$ cat config.mk
export PLATFORM = sky130hd
export DESIGN_NAME = fews_seq
export DESIGN_NICKNAME = d
export VERILOG_FILES = /design/src/hdl/fews_pkg.sv /design/src/hdl/fews_seq.sv /design/src/hdl/fews_us_timer.sv
export VERILOG_INCLUDE_DIRS = /design/src /design/src/hdl
export SDC_FILE = /design/constraint.sdc
export NUM_CORES = 1
export LEC_CHECK = 0
export ABC_AREA = 1
export BUFFER_PORTS_ARGS = -buffer_cell sky130_fd_sc_hd__buf_4
export CELL_PAD_IN_SITES_DETAIL_PLACEMENT = 1
export CELL_PAD_IN_SITES_GLOBAL_PLACEMENT = 2
export CORE_MARGIN = 1
export CORE_UTILIZATION = 30
export DETAILED_ROUTE_END_ITERATION = 7
export PLACE_DENSITY = 0.83
export SLEW_MARGIN = 20
export SYNTH_ARGS = -nofsm -noshare
export SYNTH_HDL_FRONTEND = slang
export SYNTH_SLANG_ARGS = --single-unit
$ cat constraint.sdc
create_clock -name clock -period 2.6 [get_ports clock]
set_input_delay 0.13 -clock clock [delete_from_list [all_inputs] [get_ports clock]]
set_output_delay 0.13 -clock clock [all_outputs]
set_load 0.005 [all_outputs]
$ cat src/hdl/fews_cfg.svh
// Offsets, field positions, reset values and timing figures of the flash sequencer
`ifndef FEWS_CFG_SVH
`define FEWS_CFG_SVH
`define FEWS_OFF_CTRL      8'h00
`define FEWS_OFF_ADDR      8'h04
`define FEWS_OFF_LAST      8'h08
`define FEWS_OFF_SPEED     8'h0C
`define FEWS_OFF_ERASE_DELAY_PARAM    8'h10
`define FEWS_OFF_MAXPULSE  8'h14
`define FEWS_OFF_DATA_LO   8'h18
`define FEWS_OFF_DATA_HI   8'h1C
`define FEWS_OFF_STATUS    8'h20
`define FEWS_CTRL_ERASE    0
`define FEWS_CTRL_WRITE    1
`define FEWS_CTRL_IMCLR    2
`define FEWS_CTRL_SIZE_LO  5
`define FEWS_CTRL_SIZE_HI  6
`define FEWS_CYC_BIT       7
`define FEWS_SIZE_ARRAY    2'h0
`define FEWS_SIZE_HALF     2'h1
`define FEWS_SIZE_EIGHT    2'h2
`define FEWS_SIZE_ROW      2'h3
`define FEWS_ROW_BYTES     8
`define FEWS_ERASE_UNIT_US 24
`define FEWS_SPEED_DIV     4
`define FEWS_PULSE_US      10
`define FEWS_RST_SPEED     8'h28
`define FEWS_RST_ERASE_DELAY_PARAM    16'h0000
`define FEWS_RST_MAXPULSE  8'h0A
`endif

$ cat src/hdl/fews_pkg.sv
// Types shared by the flash sequencer files
package fews_pkg;
  typedef enum logic [2:0] {
    FEWS_IDLE, FEWS_SCAN_REQ, FEWS_SCAN_CHK, FEWS_ERASE, FEWS_PROG, FEWS_VER_REQ, FEWS_VER_CHK
  } fews_state_e;
  typedef struct packed {
    logic [15:0] addr;
    logic [7:0]  wdata;
    logic        rd_en;
    logic        program_select;
    logic        erase_select;
    logic        high_voltage_enable;
    logic [1:0]  erase_size;
  } fews_flash_cmd_s;
  typedef logic [20:0] fews_us_t;
endpackage

$ cat src/hdl/fews_seq.sv
// Flash erase and rotating-row write sequencer with APB register access
//
// The address map and the APB register port are this design's own decisions.
`timescale 1ns/10ps
module fews_seq
  import fews_pkg::*;
#(
  parameter int ARRAY_BYTES = 65536
)(
  input  wire logic        clock,      // bus clock, 10 MHz
  input  wire logic        rst_b,      // sync reset, active low
  input  wire logic        psel,       // APB select
  input  wire logic        penable,    // APB access phase
  input  wire logic        pwrite,     // APB direction
  input  wire logic [7:0]  paddr,      // APB byte address
  input  wire logic [31:0] pwdata,     // APB write data
  output logic [31:0]      prdata_r,   // APB read data
  output logic             pready_r,   // APB ready
  output logic             pslverr_r,  // APB error on unmapped address
  input  wire logic        wait_mode,  // CPU in wait
  input  wire logic        stop_mode,  // CPU in stop
  input  wire logic [7:0]  flash_rdata,// array read data, same cycle as rd_en
  output fews_flash_cmd_s  flash_cmd_r,// array command bundle
  output logic             pump_en_r,  // charge pump enable
  output logic             standby_r,  // array low-power standby
  output logic             irq_mask_r, // maskable interrupts blocked
  output logic             busy_r      // operation in progress
);
  `include "fews_cfg.svh"
  localparam logic [15:0] ARRAY_MASK = 16'(ARRAY_BYTES - 1);

  fews_state_e     state_r;
  fews_flash_cmd_s cmd_nxt;
  logic [1:0]      size_r;
  logic [15:0]     addr_r, last_r, erase_delay_param_r, row_base_r, row_cnt_r, idx_r, tgt_idx_r;
  logic [7:0]      speed_r, maxpulse_r, pulses_r;
  logic [63:0]     data_r;
  logic [2:0]      byte_r;
  logic            is_write_r, success_r, stuck_r, ref_bit_r, tgt_bit_r, tgt_found_r;
  logic            tmr_start, tmr_done, lowpwr, apb_wr, apb_rd;
  fews_us_t        tmr_us;

  assign lowpwr = wait_mode | stop_mode;
  assign apb_wr = psel & penable & pready_r & pwrite;
  assign apb_rd = psel & penable & ~pready_r & ~pwrite;

  function automatic logic hit(input logic [7:0] a);
    hit = (a[1:0] == 2'h0) && (a <= `FEWS_OFF_STATUS);
  endfunction

  // Base of the block of the given size that holds the address
  function automatic logic [15:0] erase_base(input logic [15:0] a, input logic [1:0] sz);
    unique case (sz)
      `FEWS_SIZE_ARRAY: erase_base = a & ~ARRAY_MASK;
      `FEWS_SIZE_HALF:  erase_base = a & ~(ARRAY_MASK >> 1);
      `FEWS_SIZE_EIGHT: erase_base = a & ~16'(8 * `FEWS_ROW_BYTES - 1);
      `FEWS_SIZE_ROW:   erase_base = a & ~16'(`FEWS_ROW_BYTES - 1);
    endcase
  endfunction

  function automatic logic [7:0] byte_of(input logic [63:0] d, input logic [2:0] i);
    byte_of = d[{i, 3'h0} +: 8];
  endfunction

  // Timer: erase interval in 24 us units, program pulse fixed
  assign tmr_us = (state_r == FEWS_ERASE) ? fews_us_t'(erase_delay_param_r * `FEWS_ERASE_UNIT_US)
                                          : fews_us_t'(`FEWS_PULSE_US);
  assign tmr_start = (flash_cmd_r.high_voltage_enable == 1'b0) &&
                     (cmd_nxt.high_voltage_enable == 1'b1);

  fews_us_timer u_timer (
    .clock    (clock),
    .rst_b    (rst_b),
    .start    (tmr_start),
    .run      (pump_en_r),
    .speed    (speed_r),
    .us_count (tmr_us),
    .done_r   (tmr_done)
  );

  // APB answer: one wait state, then ready with data or error
  always_ff @(posedge clock) begin
    if (!rst_b) begin
      pready_r  <= 1'b0;
      pslverr_r <= 1'b0;
      prdata_r  <= 32'h0;
    end else begin
      pready_r  <= psel & penable & ~pready_r;
      pslverr_r <= psel & penable & ~pready_r & ~hit(paddr);
      prdata_r  <= 32'h0;
      if (apb_rd && hit(paddr)) begin
        unique case (paddr)
          `FEWS_OFF_CTRL:     prdata_r <= {25'h0, size_r, 5'h0};
          `FEWS_OFF_ADDR:     prdata_r <= {16'h0, addr_r};
          `FEWS_OFF_LAST:     prdata_r <= {16'h0, last_r};
          `FEWS_OFF_SPEED:    prdata_r <= {24'h0, speed_r};
          `FEWS_OFF_ERASE_DELAY_PARAM:   prdata_r <= {16'h0, erase_delay_param_r};
          `FEWS_OFF_MAXPULSE: prdata_r <= {24'h0, maxpulse_r};
          `FEWS_OFF_DATA_LO:  prdata_r <= data_r[31:0];
          `FEWS_OFF_DATA_HI:  prdata_r <= data_r[63:32];
          default:            prdata_r <= {tgt_idx_r, 12'h0, stuck_r, irq_mask_r, success_r, busy_r};
        endcase
      end
    end
  end

  // Parameter registers; frozen while an operation runs
  always_ff @(posedge clock) begin
    if (!rst_b) begin
      size_r     <= `FEWS_SIZE_ARRAY;
      addr_r     <= 16'h0000;
      last_r     <= 16'h0000;
      speed_r    <= `FEWS_RST_SPEED;
      erase_delay_param_r   <= `FEWS_RST_ERASE_DELAY_PARAM;
      maxpulse_r <= `FEWS_RST_MAXPULSE;
    end else if (apb_wr && !busy_r) begin
      unique case (paddr)
        `FEWS_OFF_CTRL:     size_r     <= pwdata[`FEWS_CTRL_SIZE_HI:`FEWS_CTRL_SIZE_LO];
        `FEWS_OFF_ADDR:     addr_r     <= pwdata[15:0];
        `FEWS_OFF_LAST:     last_r     <= pwdata[15:0];
        `FEWS_OFF_SPEED:    speed_r    <= pwdata[7:0];
        `FEWS_OFF_ERASE_DELAY_PARAM:   erase_delay_param_r   <= pwdata[15:0];
        `FEWS_OFF_MAXPULSE: maxpulse_r <= pwdata[7:0];
        default: ;
      endcase
    end
  end

  // Data buffer; the cycling bit is owned by the sequencer
  always_ff @(posedge clock) begin
    if (!rst_b) begin
      data_r <= 64'h0;
    end else if (state_r == FEWS_SCAN_CHK && tgt_found_r) begin
      data_r[`FEWS_CYC_BIT] <= ~tgt_bit_r;
    end else if (apb_wr && !busy_r && paddr == `FEWS_OFF_DATA_LO) begin
      data_r[31:0] <= pwdata;
    end else if (apb_wr && !busy_r && paddr == `FEWS_OFF_DATA_HI) begin
      data_r[63:32] <= pwdata;
    end
  end

  // Flash command for the next cycle
  always_comb begin
    cmd_nxt = '0;
    unique case (state_r)
      FEWS_SCAN_REQ: begin
        cmd_nxt.rd_en = 1'b1;
        cmd_nxt.addr  = addr_r + 16'({idx_r, 3'h0});
      end
      FEWS_ERASE: begin
        cmd_nxt.erase_select        = 1'b1;
        cmd_nxt.high_voltage_enable = 1'b1;
        cmd_nxt.erase_size          = is_write_r ? `FEWS_SIZE_ROW : size_r;
        cmd_nxt.addr                = is_write_r ? row_base_r : erase_base(addr_r, size_r);
      end
      FEWS_PROG: begin
        cmd_nxt.program_select      = 1'b1;
        cmd_nxt.high_voltage_enable = 1'b1;
        cmd_nxt.addr                = row_base_r + 16'(byte_r);
        cmd_nxt.wdata               = byte_of(data_r, byte_r);
      end
      FEWS_VER_REQ: begin
        cmd_nxt.rd_en = 1'b1;
        cmd_nxt.addr  = row_base_r + 16'(byte_r);
        cmd_nxt.wdata = byte_of(data_r, byte_r);
      end
      default: ;
    endcase
    if (state_r != FEWS_IDLE && state_r != FEWS_SCAN_REQ && tmr_done) begin
      cmd_nxt.high_voltage_enable = 1'b0;
    end
  end

  // Flash pins; low power freezes the array in its current mode
  always_ff @(posedge clock) begin
    if (!rst_b) begin
      flash_cmd_r <= '0;
      pump_en_r   <= 1'b0;
      standby_r   <= 1'b0;
    end else begin
      if (!lowpwr && !stuck_r) begin
        flash_cmd_r <= cmd_nxt;
      end
      pump_en_r <= ~lowpwr & ~stuck_r;
      standby_r <= stop_mode & ~busy_r;
    end
  end

  // Low power during an operation needs a reset to leave
  always_ff @(posedge clock) begin
    if (!rst_b) begin
      stuck_r <= 1'b0;
    end else if (lowpwr && busy_r) begin
      stuck_r <= 1'b1;
    end
  end

  // Sequencer
  always_ff @(posedge clock) begin
    if (!rst_b) begin
      state_r     <= FEWS_IDLE;
      busy_r      <= 1'b0;
      is_write_r  <= 1'b0;
      success_r   <= 1'b0;
      irq_mask_r  <= 1'b1;
      row_base_r  <= 16'h0000;
      row_cnt_r   <= 16'h0000;
      idx_r       <= 16'h0000;
      tgt_idx_r   <= 16'h0000;
      ref_bit_r   <= 1'b0;
      tgt_bit_r   <= 1'b0;
      tgt_found_r <= 1'b0;
      byte_r      <= 3'h0;
      pulses_r    <= 8'h00;
    end else if (!lowpwr && !stuck_r) begin
      unique case (state_r)
        FEWS_IDLE: begin
          if (apb_wr && paddr == `FEWS_OFF_CTRL && pwdata[`FEWS_CTRL_IMCLR]) begin
            irq_mask_r <= 1'b0;
          end
          if (apb_wr && paddr == `FEWS_OFF_CTRL && pwdata[`FEWS_CTRL_ERASE]) begin
            busy_r     <= 1'b1;
            is_write_r <= 1'b0;
            state_r    <= FEWS_ERASE;
          end else if (apb_wr && paddr == `FEWS_OFF_CTRL && pwdata[`FEWS_CTRL_WRITE]) begin
            busy_r      <= 1'b1;
            is_write_r  <= 1'b1;
            row_cnt_r   <= (last_r - addr_r) >> 3;
            idx_r       <= 16'h0000;
            tgt_found_r <= 1'b0;
            state_r     <= FEWS_SCAN_REQ;
          end
        end
        FEWS_SCAN_REQ: state_r <= FEWS_SCAN_CHK;
        FEWS_SCAN_CHK: begin
          if (tgt_found_r) begin
            row_base_r <= addr_r + 16'({tgt_idx_r, 3'h0});
            state_r    <= FEWS_ERASE;
          end else if (idx_r == 16'h0000) begin
            ref_bit_r <= flash_rdata[`FEWS_CYC_BIT];
            tgt_bit_r <= flash_rdata[`FEWS_CYC_BIT];
            tgt_idx_r <= 16'h0000;
            if (row_cnt_r == 16'h0000) begin
              tgt_found_r <= 1'b1;
            end else begin
              idx_r   <= 16'h0001;
              state_r <= FEWS_SCAN_REQ;
            end
          end else if (flash_rdata[`FEWS_CYC_BIT] != ref_bit_r) begin
            tgt_idx_r   <= idx_r;
            tgt_bit_r   <= flash_rdata[`FEWS_CYC_BIT];
            tgt_found_r <= 1'b1;
          end else if (idx_r == row_cnt_r) begin
            tgt_found_r <= 1'b1;
          end else begin
            idx_r   <= idx_r + 16'h0001;
            state_r <= FEWS_SCAN_REQ;
          end
        end
        FEWS_ERASE: begin
          if (tmr_done) begin
            byte_r   <= 3'h0;
            pulses_r <= 8'h00;
            if (is_write_r) begin
              state_r <= FEWS_PROG;
            end else begin
              success_r  <= 1'b1;
              irq_mask_r <= 1'b1;
              busy_r     <= 1'b0;
              state_r    <= FEWS_IDLE;
            end
          end
        end
        FEWS_PROG: begin
          if (tmr_done) begin
            pulses_r <= pulses_r + 8'h01;
            state_r  <= FEWS_VER_REQ;
          end
        end
        FEWS_VER_REQ: state_r <= FEWS_VER_CHK;
        FEWS_VER_CHK: begin
          if (flash_rdata == flash_cmd_r.wdata && byte_r == 3'h7) begin
            success_r  <= 1'b1;
            irq_mask_r <= 1'b1;
            busy_r     <= 1'b0;
            state_r    <= FEWS_IDLE;
          end else if (flash_rdata == flash_cmd_r.wdata) begin
            byte_r   <= byte_r + 3'h1;
            pulses_r <= 8'h00;
            state_r  <= FEWS_PROG;
          end else if (pulses_r >= maxpulse_r) begin
            success_r  <= 1'b0;
            irq_mask_r <= 1'b1;
            busy_r     <= 1'b0;
            state_r    <= FEWS_IDLE;
          end else begin
            state_r <= FEWS_PROG;
          end
        end
        default: state_r <= FEWS_IDLE;
      endcase
    end
  end
endmodule

$ cat src/hdl/fews_us_timer.sv
// Microsecond interval timer paced by the caller's speed figure
`timescale 1ns/10ps
module fews_us_timer
  import fews_pkg::*;
(
  input  wire logic       clock,    // bus clock
  input  wire logic       rst_b,    // sync reset, active low
  input  wire logic       start,    // load pulse
  input  wire logic       run,      // pump on; count advances
  input  wire logic [7:0] speed,    // MHz times four
  input  wire fews_us_t   us_count, // interval in microseconds
  output logic            done_r    // one-cycle end pulse
);
  `include "fews_cfg.svh"
  logic [5:0] pre_r;
  fews_us_t   us_r;
  logic       act_r;
  logic [5:0] cyc_per_us;

  // Zero or tiny speed still gives one cycle per microsecond
  always_comb begin
    cyc_per_us = speed[7:2];
    if (cyc_per_us == 6'h00) begin
      cyc_per_us = 6'h01;
    end
  end

  always_ff @(posedge clock) begin
    if (!rst_b) begin
      pre_r  <= 6'h00;
      us_r   <= '0;
      act_r  <= 1'b0;
      done_r <= 1'b0;
    end else begin
      done_r <= 1'b0;
      if (start) begin
        act_r <= 1'b1;
        // Load edge is the first cycle of the interval, so start one count short
        if (cyc_per_us != 6'h01) begin
          pre_r <= cyc_per_us - 6'h02;
          us_r  <= (us_count == '0) ? fews_us_t'(1) : us_count;
        end else begin
          pre_r <= 6'h00;
          us_r  <= (us_count > fews_us_t'(1)) ? us_count - fews_us_t'(1) : fews_us_t'(1);
        end
      end else if (act_r && run) begin
        if (pre_r != 6'h00) begin
          pre_r <= pre_r - 6'h01;
        end else if (us_r == fews_us_t'(1)) begin
          act_r  <= 1'b0;
          done_r <= 1'b1;
        end else begin
          us_r  <= us_r - fews_us_t'(1);
          pre_r <= cyc_per_us - 6'h01;
        end
      end
    end
  end
endmodule

### Word-level counts from Yosys, hierarchy flattened

Cells that the tools add are included.

* output and inout port bits: 68
* memories kept: 0
* RAM bits: 0
* bits in latches: 0
* input bits: 55
* word-level logic and storage cells: 286
* memory bits (read-only): 0
* register bits: 308

* multipliers: 1
* reductions and logical operators: 68
* bitwise gates (word level): 23
* equal/unequal tests: 44
* div/mod/pow operators: 0
* add/sub/neg operators: 12
* shift operators: 1
* magnitude comparators: 3
* muxes and demuxes: 94

Operator list (number)
* 32-bit case mux with 8 select lines: 1
* 21-bit two-way mux: 8
* 16-bit two-way mux: 10
* 16-bit case mux with 4 select lines: 1
* 64-bit by 7-bit indexed part select with 8-bit output: 1
* 3-bit two-way mux: 16
* 8-bit two-way mux: 6
* 16-bit case mux with 3 select lines: 1
* 21-bit by 1-bit subtractor with 21-bit output (second input constant): 2
* 6-bit two-way mux: 6
* 1-bit two-way mux: 35
* 16-bit adder: 2
* 8-bit by 5-bit equality test with 1-bit output (second input constant): 4
* 16-bit zero test: 2
* 16-bit case mux with 2 select lines: 1
* 8-bit case mux with 3 select lines: 1
* 21-bit by 1-bit equality test with 1-bit output (second input constant): 1
* 21-bit by 1-bit greater-than comparator with 1-bit output (second input constant): 1
* 21-bit zero test: 1
* 3-bit case mux with 7 select lines: 1
* 7-bit AND reduction: 3
* 16-bit by 2-bit multiplier with 18-bit output (second input constant): 1
* 2-bit inequality test (second input constant): 9
* 3-bit inequality test (second input constant): 6
* other kinds (48): 126

### Logic depth before layout (Yosys ltp)

* depth in word-level cells: 8
* mapped depth: 21
* mapped depth without buffers: 21

### Modules after synthesis

A second synthesis with hierarchy kept.

* cells, all modules: 2847
* area, all modules: 18923.1 um^2

Modules (own cells, without submodules)
* fews_seq: area each 15851.5 um^2, seq. area each 5585.4 um^2, cells each 2306, times used 1
* fews_us_timer: area each 3071.7 um^2, seq. area each 580.6 um^2, cells each 541, times used 1

### Worst setup path before layout

No wires, ideal clock.

* path type: register to register
* start: register erase_delay_param_r[0]
* end: register u_timer.us_r[11]
* data required time: 2.491 ns
* stages on the path, launching flop included: 17
* arrival time: 2.415 ns
* clock period less this slack: 2.524 ns
* setup time: 0.109 ns
* slack: 0.076 ns
* path buffers: 0
* cells stage by stage: dfxtp_1 ha_1 inv_1 fa_1 nand4_4 nor2_4 nand3_1 nor2_1 nand3_1 nor2_1 nand3_2 nand2_2 inv_2 o21ai_0 nand3_1 nand2_1 inv_1

* word-level cells in the longest chain between the ends: 6
* elaborated cells between the ends (all ways): 9
* those cells by class: add/sub: 1; mul: 1; order compare: 1; mux: 5; reduce/logical: 1

RTL lines
* from (decl): line fews_seq.sv:35 `logic [15:0] addr_r, last_r, erase_delay_param_r, row_base_r, row_cnt_r, idx_r, tgt_idx_r;`
* from (signal assigned): line fews_seq.sv:114 `` erase_delay_param_r <= `FEWS_RST_ERASE_DELAY_PARAM; ``
* from (signal assigned): line fews_seq.sv:122 `` `FEWS_OFF_ERASE_DELAY_PARAM: erase_delay_param_r <= pwdata[15:0]; ``
* 16-bit by 2-bit multiplier with 18-bit output (no source line) (*)
* 21-bit two-way mux (*): line fews_seq.sv:66 `` assign tmr_us = (state_r == FEWS_ERASE) ? fews_us_t'(erase_delay_param_r * `FEWS_ERASE_UNIT_US) ``
* 21-bit by 1-bit subtractor with 21-bit output (tied with other cells): line fews_us_timer.sv:44 `us_r <= (us_count > fews_us_t'(1)) ? us_count - fews_us_t'(1) : fews_us_t'(1);`
* 21-bit two-way mux, on equally long branches: line fews_us_timer.sv:44, fews_us_timer.sv:41
* 21-bit two-way mux (*): line fews_us_timer.sv:39 `if (cyc_per_us != 6'h01) begin`
* 21-bit two-way mux (*): line fews_us_timer.sv:36 `if (start) begin`
* to (signal assigned): line fews_us_timer.sv:41 `us_r <= (us_count == '0) ? fews_us_t'(1) : us_count;`
* to (signal assigned): line fews_us_timer.sv:44
* to (signal assigned): line fews_us_timer.sv:53 `us_r <= us_r - fews_us_t'(1);`
* to (decl): line fews_us_timer.sv:16 `fews_us_t us_r;`

Mark *: on every way between the ends. The rest lies on a longest branch, timed or not.
A chain may end at the register's enable or synchronous reset.

### Worst setup path after layout

* start: register erase_delay_param_r[1]
* end: register u_timer.us_r[11]

Same word-level chain as after synthesis.

==> results.ini <==
[run_status]
status = finished, final reports clean

[place]
io_buffers = 122
hpwl_um = 57400
place.gp.congestion = 0.992
dpl_cell_area_sq_um = 20800
dp_slack_ps = -202

[cts]
clk_latency_ps = 590
htree_levels = 2
clockRootBuffer = clkbuf_16
cts.sinks = 308
cts_buffers = 37
tritoncts = done
clock_path_buffers = 3
clk_pin_slew_ps = 60

[global_routing]
antenna_found_initial = 0
grt_max_degree = 154
overflow = 0
grt.total_usage_pct = 24.6
grt_pass1_wl_um = 116000
grt_pass1_vias = 20000

[timing]
fmax_mhz = 387
worst_clock_skew_ps = 29.0
setup_ws_ps = 13.7
whs_ps = 60.7
finalCritPeriodShare_pct = 99.5
finalHoldViolations = 0
relSlewSlack_pct = 54.8
worstMarginPinSlew_ps = 679
layout_min_cycle_time_ps = 2590
grt_setup_unrepaired = yes
finalSetupViolations = 0
setup_tns_ps = 0
drv_slew = 0

[cells_and_area]
utilization_pct = 38.8
drive_gt1_share_pct = 17.6
design_area_sq_um = 22900
fillerInstances = 7404
nets = 3033
diodes = 0
area_growth_pct = 27.6

[critical_path]
crit_chain = buf_4, buf_4, ha_4, nand3_2, nand3_4, nand2_2, nand2_4, nand2_1, nand3_2, buf_4, inv_1, nor2_4, buf_4, buf_4, buf_4, o21ai_0, nand3_1, nand2_1, inv_1
worstRegToRegCells = 19
worstSetupPathType = reg2reg
path_delay_family = buffers and inverters
crit_start = erase_delay_param_r[1]
crit_required_ps = 3070
r2r_slack_ps = 10
crit_path_start_kind = register
crit_path_max_fanout = 3
regToRegStartpoint = erase_delay_param_r[1]
cp_slowest_cell = dfxtp_4
worstPathBufferInverterCount = 8
crit_top_cell = buf_4
crit_path_end_kind = register
crit_arrival_ps = 3060
reg2reg_to = u_timer.us_r[11]
critPathMaxStageDelay_ps = 360

[power]
max-vdd-ir-drop_uv = 468
power_leakage_nw = 10.0
power_density_nw_per_um2 = 453

[synth]
yosys-top-cells-area = dfxtp_1 34%, a21oi_1 9.1%, nand2_1 9.0%
yosysMostFrequentCell = nand2_1
syn_inst = 2613
syn_area_per_cell_sq_um = 6.86
yosys-top-cells-count = 429 x nand2_1, 332 x inv_1, 325 x a21oi_1, 308 x dfxtp_1, 302 x o21ai_0
synth_top_cell_area_share_pct = 34.4
synth_fp_nets = 2750
ys_ff_latch = 308
ys_warn_count = 0
async_flop_share_pct = 0
netlist_area_sq_um = 17900
synth_cell_type_count = 59
synth_edf_count = 0
synth-seq-area-share_pct = 34.4
synth_flop_cell = dfxtp_1
yosys.area.top_type = dfxtp_1

[hold_path]
hold_path_end = data_r[39]
hp-start = pwdata[7]
hold_class = in2reg
hold_path_depth = 3

[drt]
vias_per_cell = 5.28
vias = 19500
drt-initial-drc-count = 1109
firstDrtPassIters = 5
wl_per_cell_um = 20.3
wl_um = 75200
drcViolationCount = 0
antenna_left = 0

[job]
maxCapViolCount = 0

[floorplan]
start_util_pct = 30.4
core_area_sq_um = 59000
dieArea_sq_um = 60800
die_x_um = 246
ioPinCount = 123
rows = 89
die_h_um = 246

==> worst reg2reg max path: cells and delay by family (launching register included) <==
family	cells	cell delay, ps
AOI/OAI and AO/OA	1	150
DFF	1	360
and+or+nand+nor	9	780
buffers and inverters	8	970
adders and majority gates	1	240
==> power breakdown <==
group	internal (mW)	switching [mW]	leakage (nW)	total, mW
Sequential	4.72	0.00339	2.49	4.72
Combinational	0.143	0.221	6.91	0.364
Clock	2.93	2.34	0.601	5.27
Total	7.79	2.57	10.0	10.4
==> metrics by stage <==
| step | power [mW] | cells |
|---|---|---|
| after global routing | 10.7 | 3697 |
| after detailed placement | 5.15 | 3580 |
| final | 10.4 | 3697 |
| after global placement | 5.14 | 3580 |
| after CTS | 10.5 | 3690 |
| after floorplan | 4.96 | 2613 |
==> state kept, by name, summed over array words and instances (netlist names), 2 cells and up <==
signal and flops:
u_timer.pre_r 6, u_timer.us_r 21, row_base_r 16, tgt_idx_r 16, last_r 16, flash_cmd_r 30
addr_r 16, size_r 2, row_cnt_r 13, data_r 64, prdata_r 32, maxpulse_r 8
erase_delay_param_r 16, speed_r 8, idx_r 16, byte_r 3, state_r 3, pulses_r 8
==> worst max path at each step <==
stage               depth (start not counted)               end  slack (ps)
finish                                     19  u_timer.us_r[11]          10
global route                               20  u_timer.us_r[16]        -180
CTS                                        18   u_timer.us_r[0]         -50
detailed placement                         19  u_timer.us_r[11]        -200
global placement                           19  u_timer.us_r[11]        -120
floorplan                                  16  u_timer.us_r[11]          80
==> cells in the final DEF (no fill, tap or decap), types with 11 or more instances in the layout <==
cell type	Yosys	layout
nand2_2	7	19
nand3_2	1	18
a21oi_1	325	317
a31oi_1	13	13
xor2_1	51	51
nand3_1	135	117
nand2_1	429	414
inv_2	9	12
dfxtp_1	308	294
o21ai_0	302	299
clkbuf_16	0	37
ha_1	78	69
o22ai_1	22	22
nand4_1	24	24
dfxtp_2	0	11
dlygate4sd3_1	0	36
o211ai_1	20	20
nor2_1	211	202
nor4_1	15	13
nor2_4	6	13
inv_1	332	330
xnor2_1	18	18
buf_4	4	316
a221oi_1	41	41
nor3_1	43	41
clkinv_2	0	13
==> layout make-up <==
class / count / area, sq um / share of cell area, %
inverter: 348 / 1310 / 5.71
clock inverter: 20 / 185 / 0.809
timing repair buffer: 357 / 2820 / 12.3
clock buffer: 47 / 1020 / 4.47
multi-input combinational: 1844 / 10400 / 45.4
sequential: 308 / 6190 / 27.0
tap: 773 / 967 / 4.23
==> kinds of logic (layout without fill, tap and decap cells) <==
logic type | after synthesis | in the layout | synth area share (%)
flip-flops | 308 | 308 | 34.4
adder cells (fa/ha/maj) | 82 | 82 | 5.89
AND/OR/NAND/NOR | 903 | 904 | 21.9
buffers and inverters | 462 | 772 | 9.86
XOR/XNOR | 69 | 69 | 3.37
AO/OA/AOI/OAI | 789 | 789 | 24.6
==> per-layer routing <==
| layer | wire [um] | global-route usage, % | part of all wire [%] |
|---|---|---|---|
| met3 | 2900 | 2.48 | 3.9 |
| met2 | 37100 | 44.0 | 49 |
| met1 | 31800 | 29.6 | 42 |
| met4 | 3360 | 10.5 | 4.5 |
| met5 | 0 | 0 | 0 |
==> what timing repair did <==
item,CTS,global route
setup endpoints to repair,22,35
pin swaps,18,30
cloned,1,0
setup buffers,6,7
hold endpoints to repair,91,0
hold buffers,36,0
gates resized for setup,39,62
Note: power is estimated with default switching activity, not from simulation.
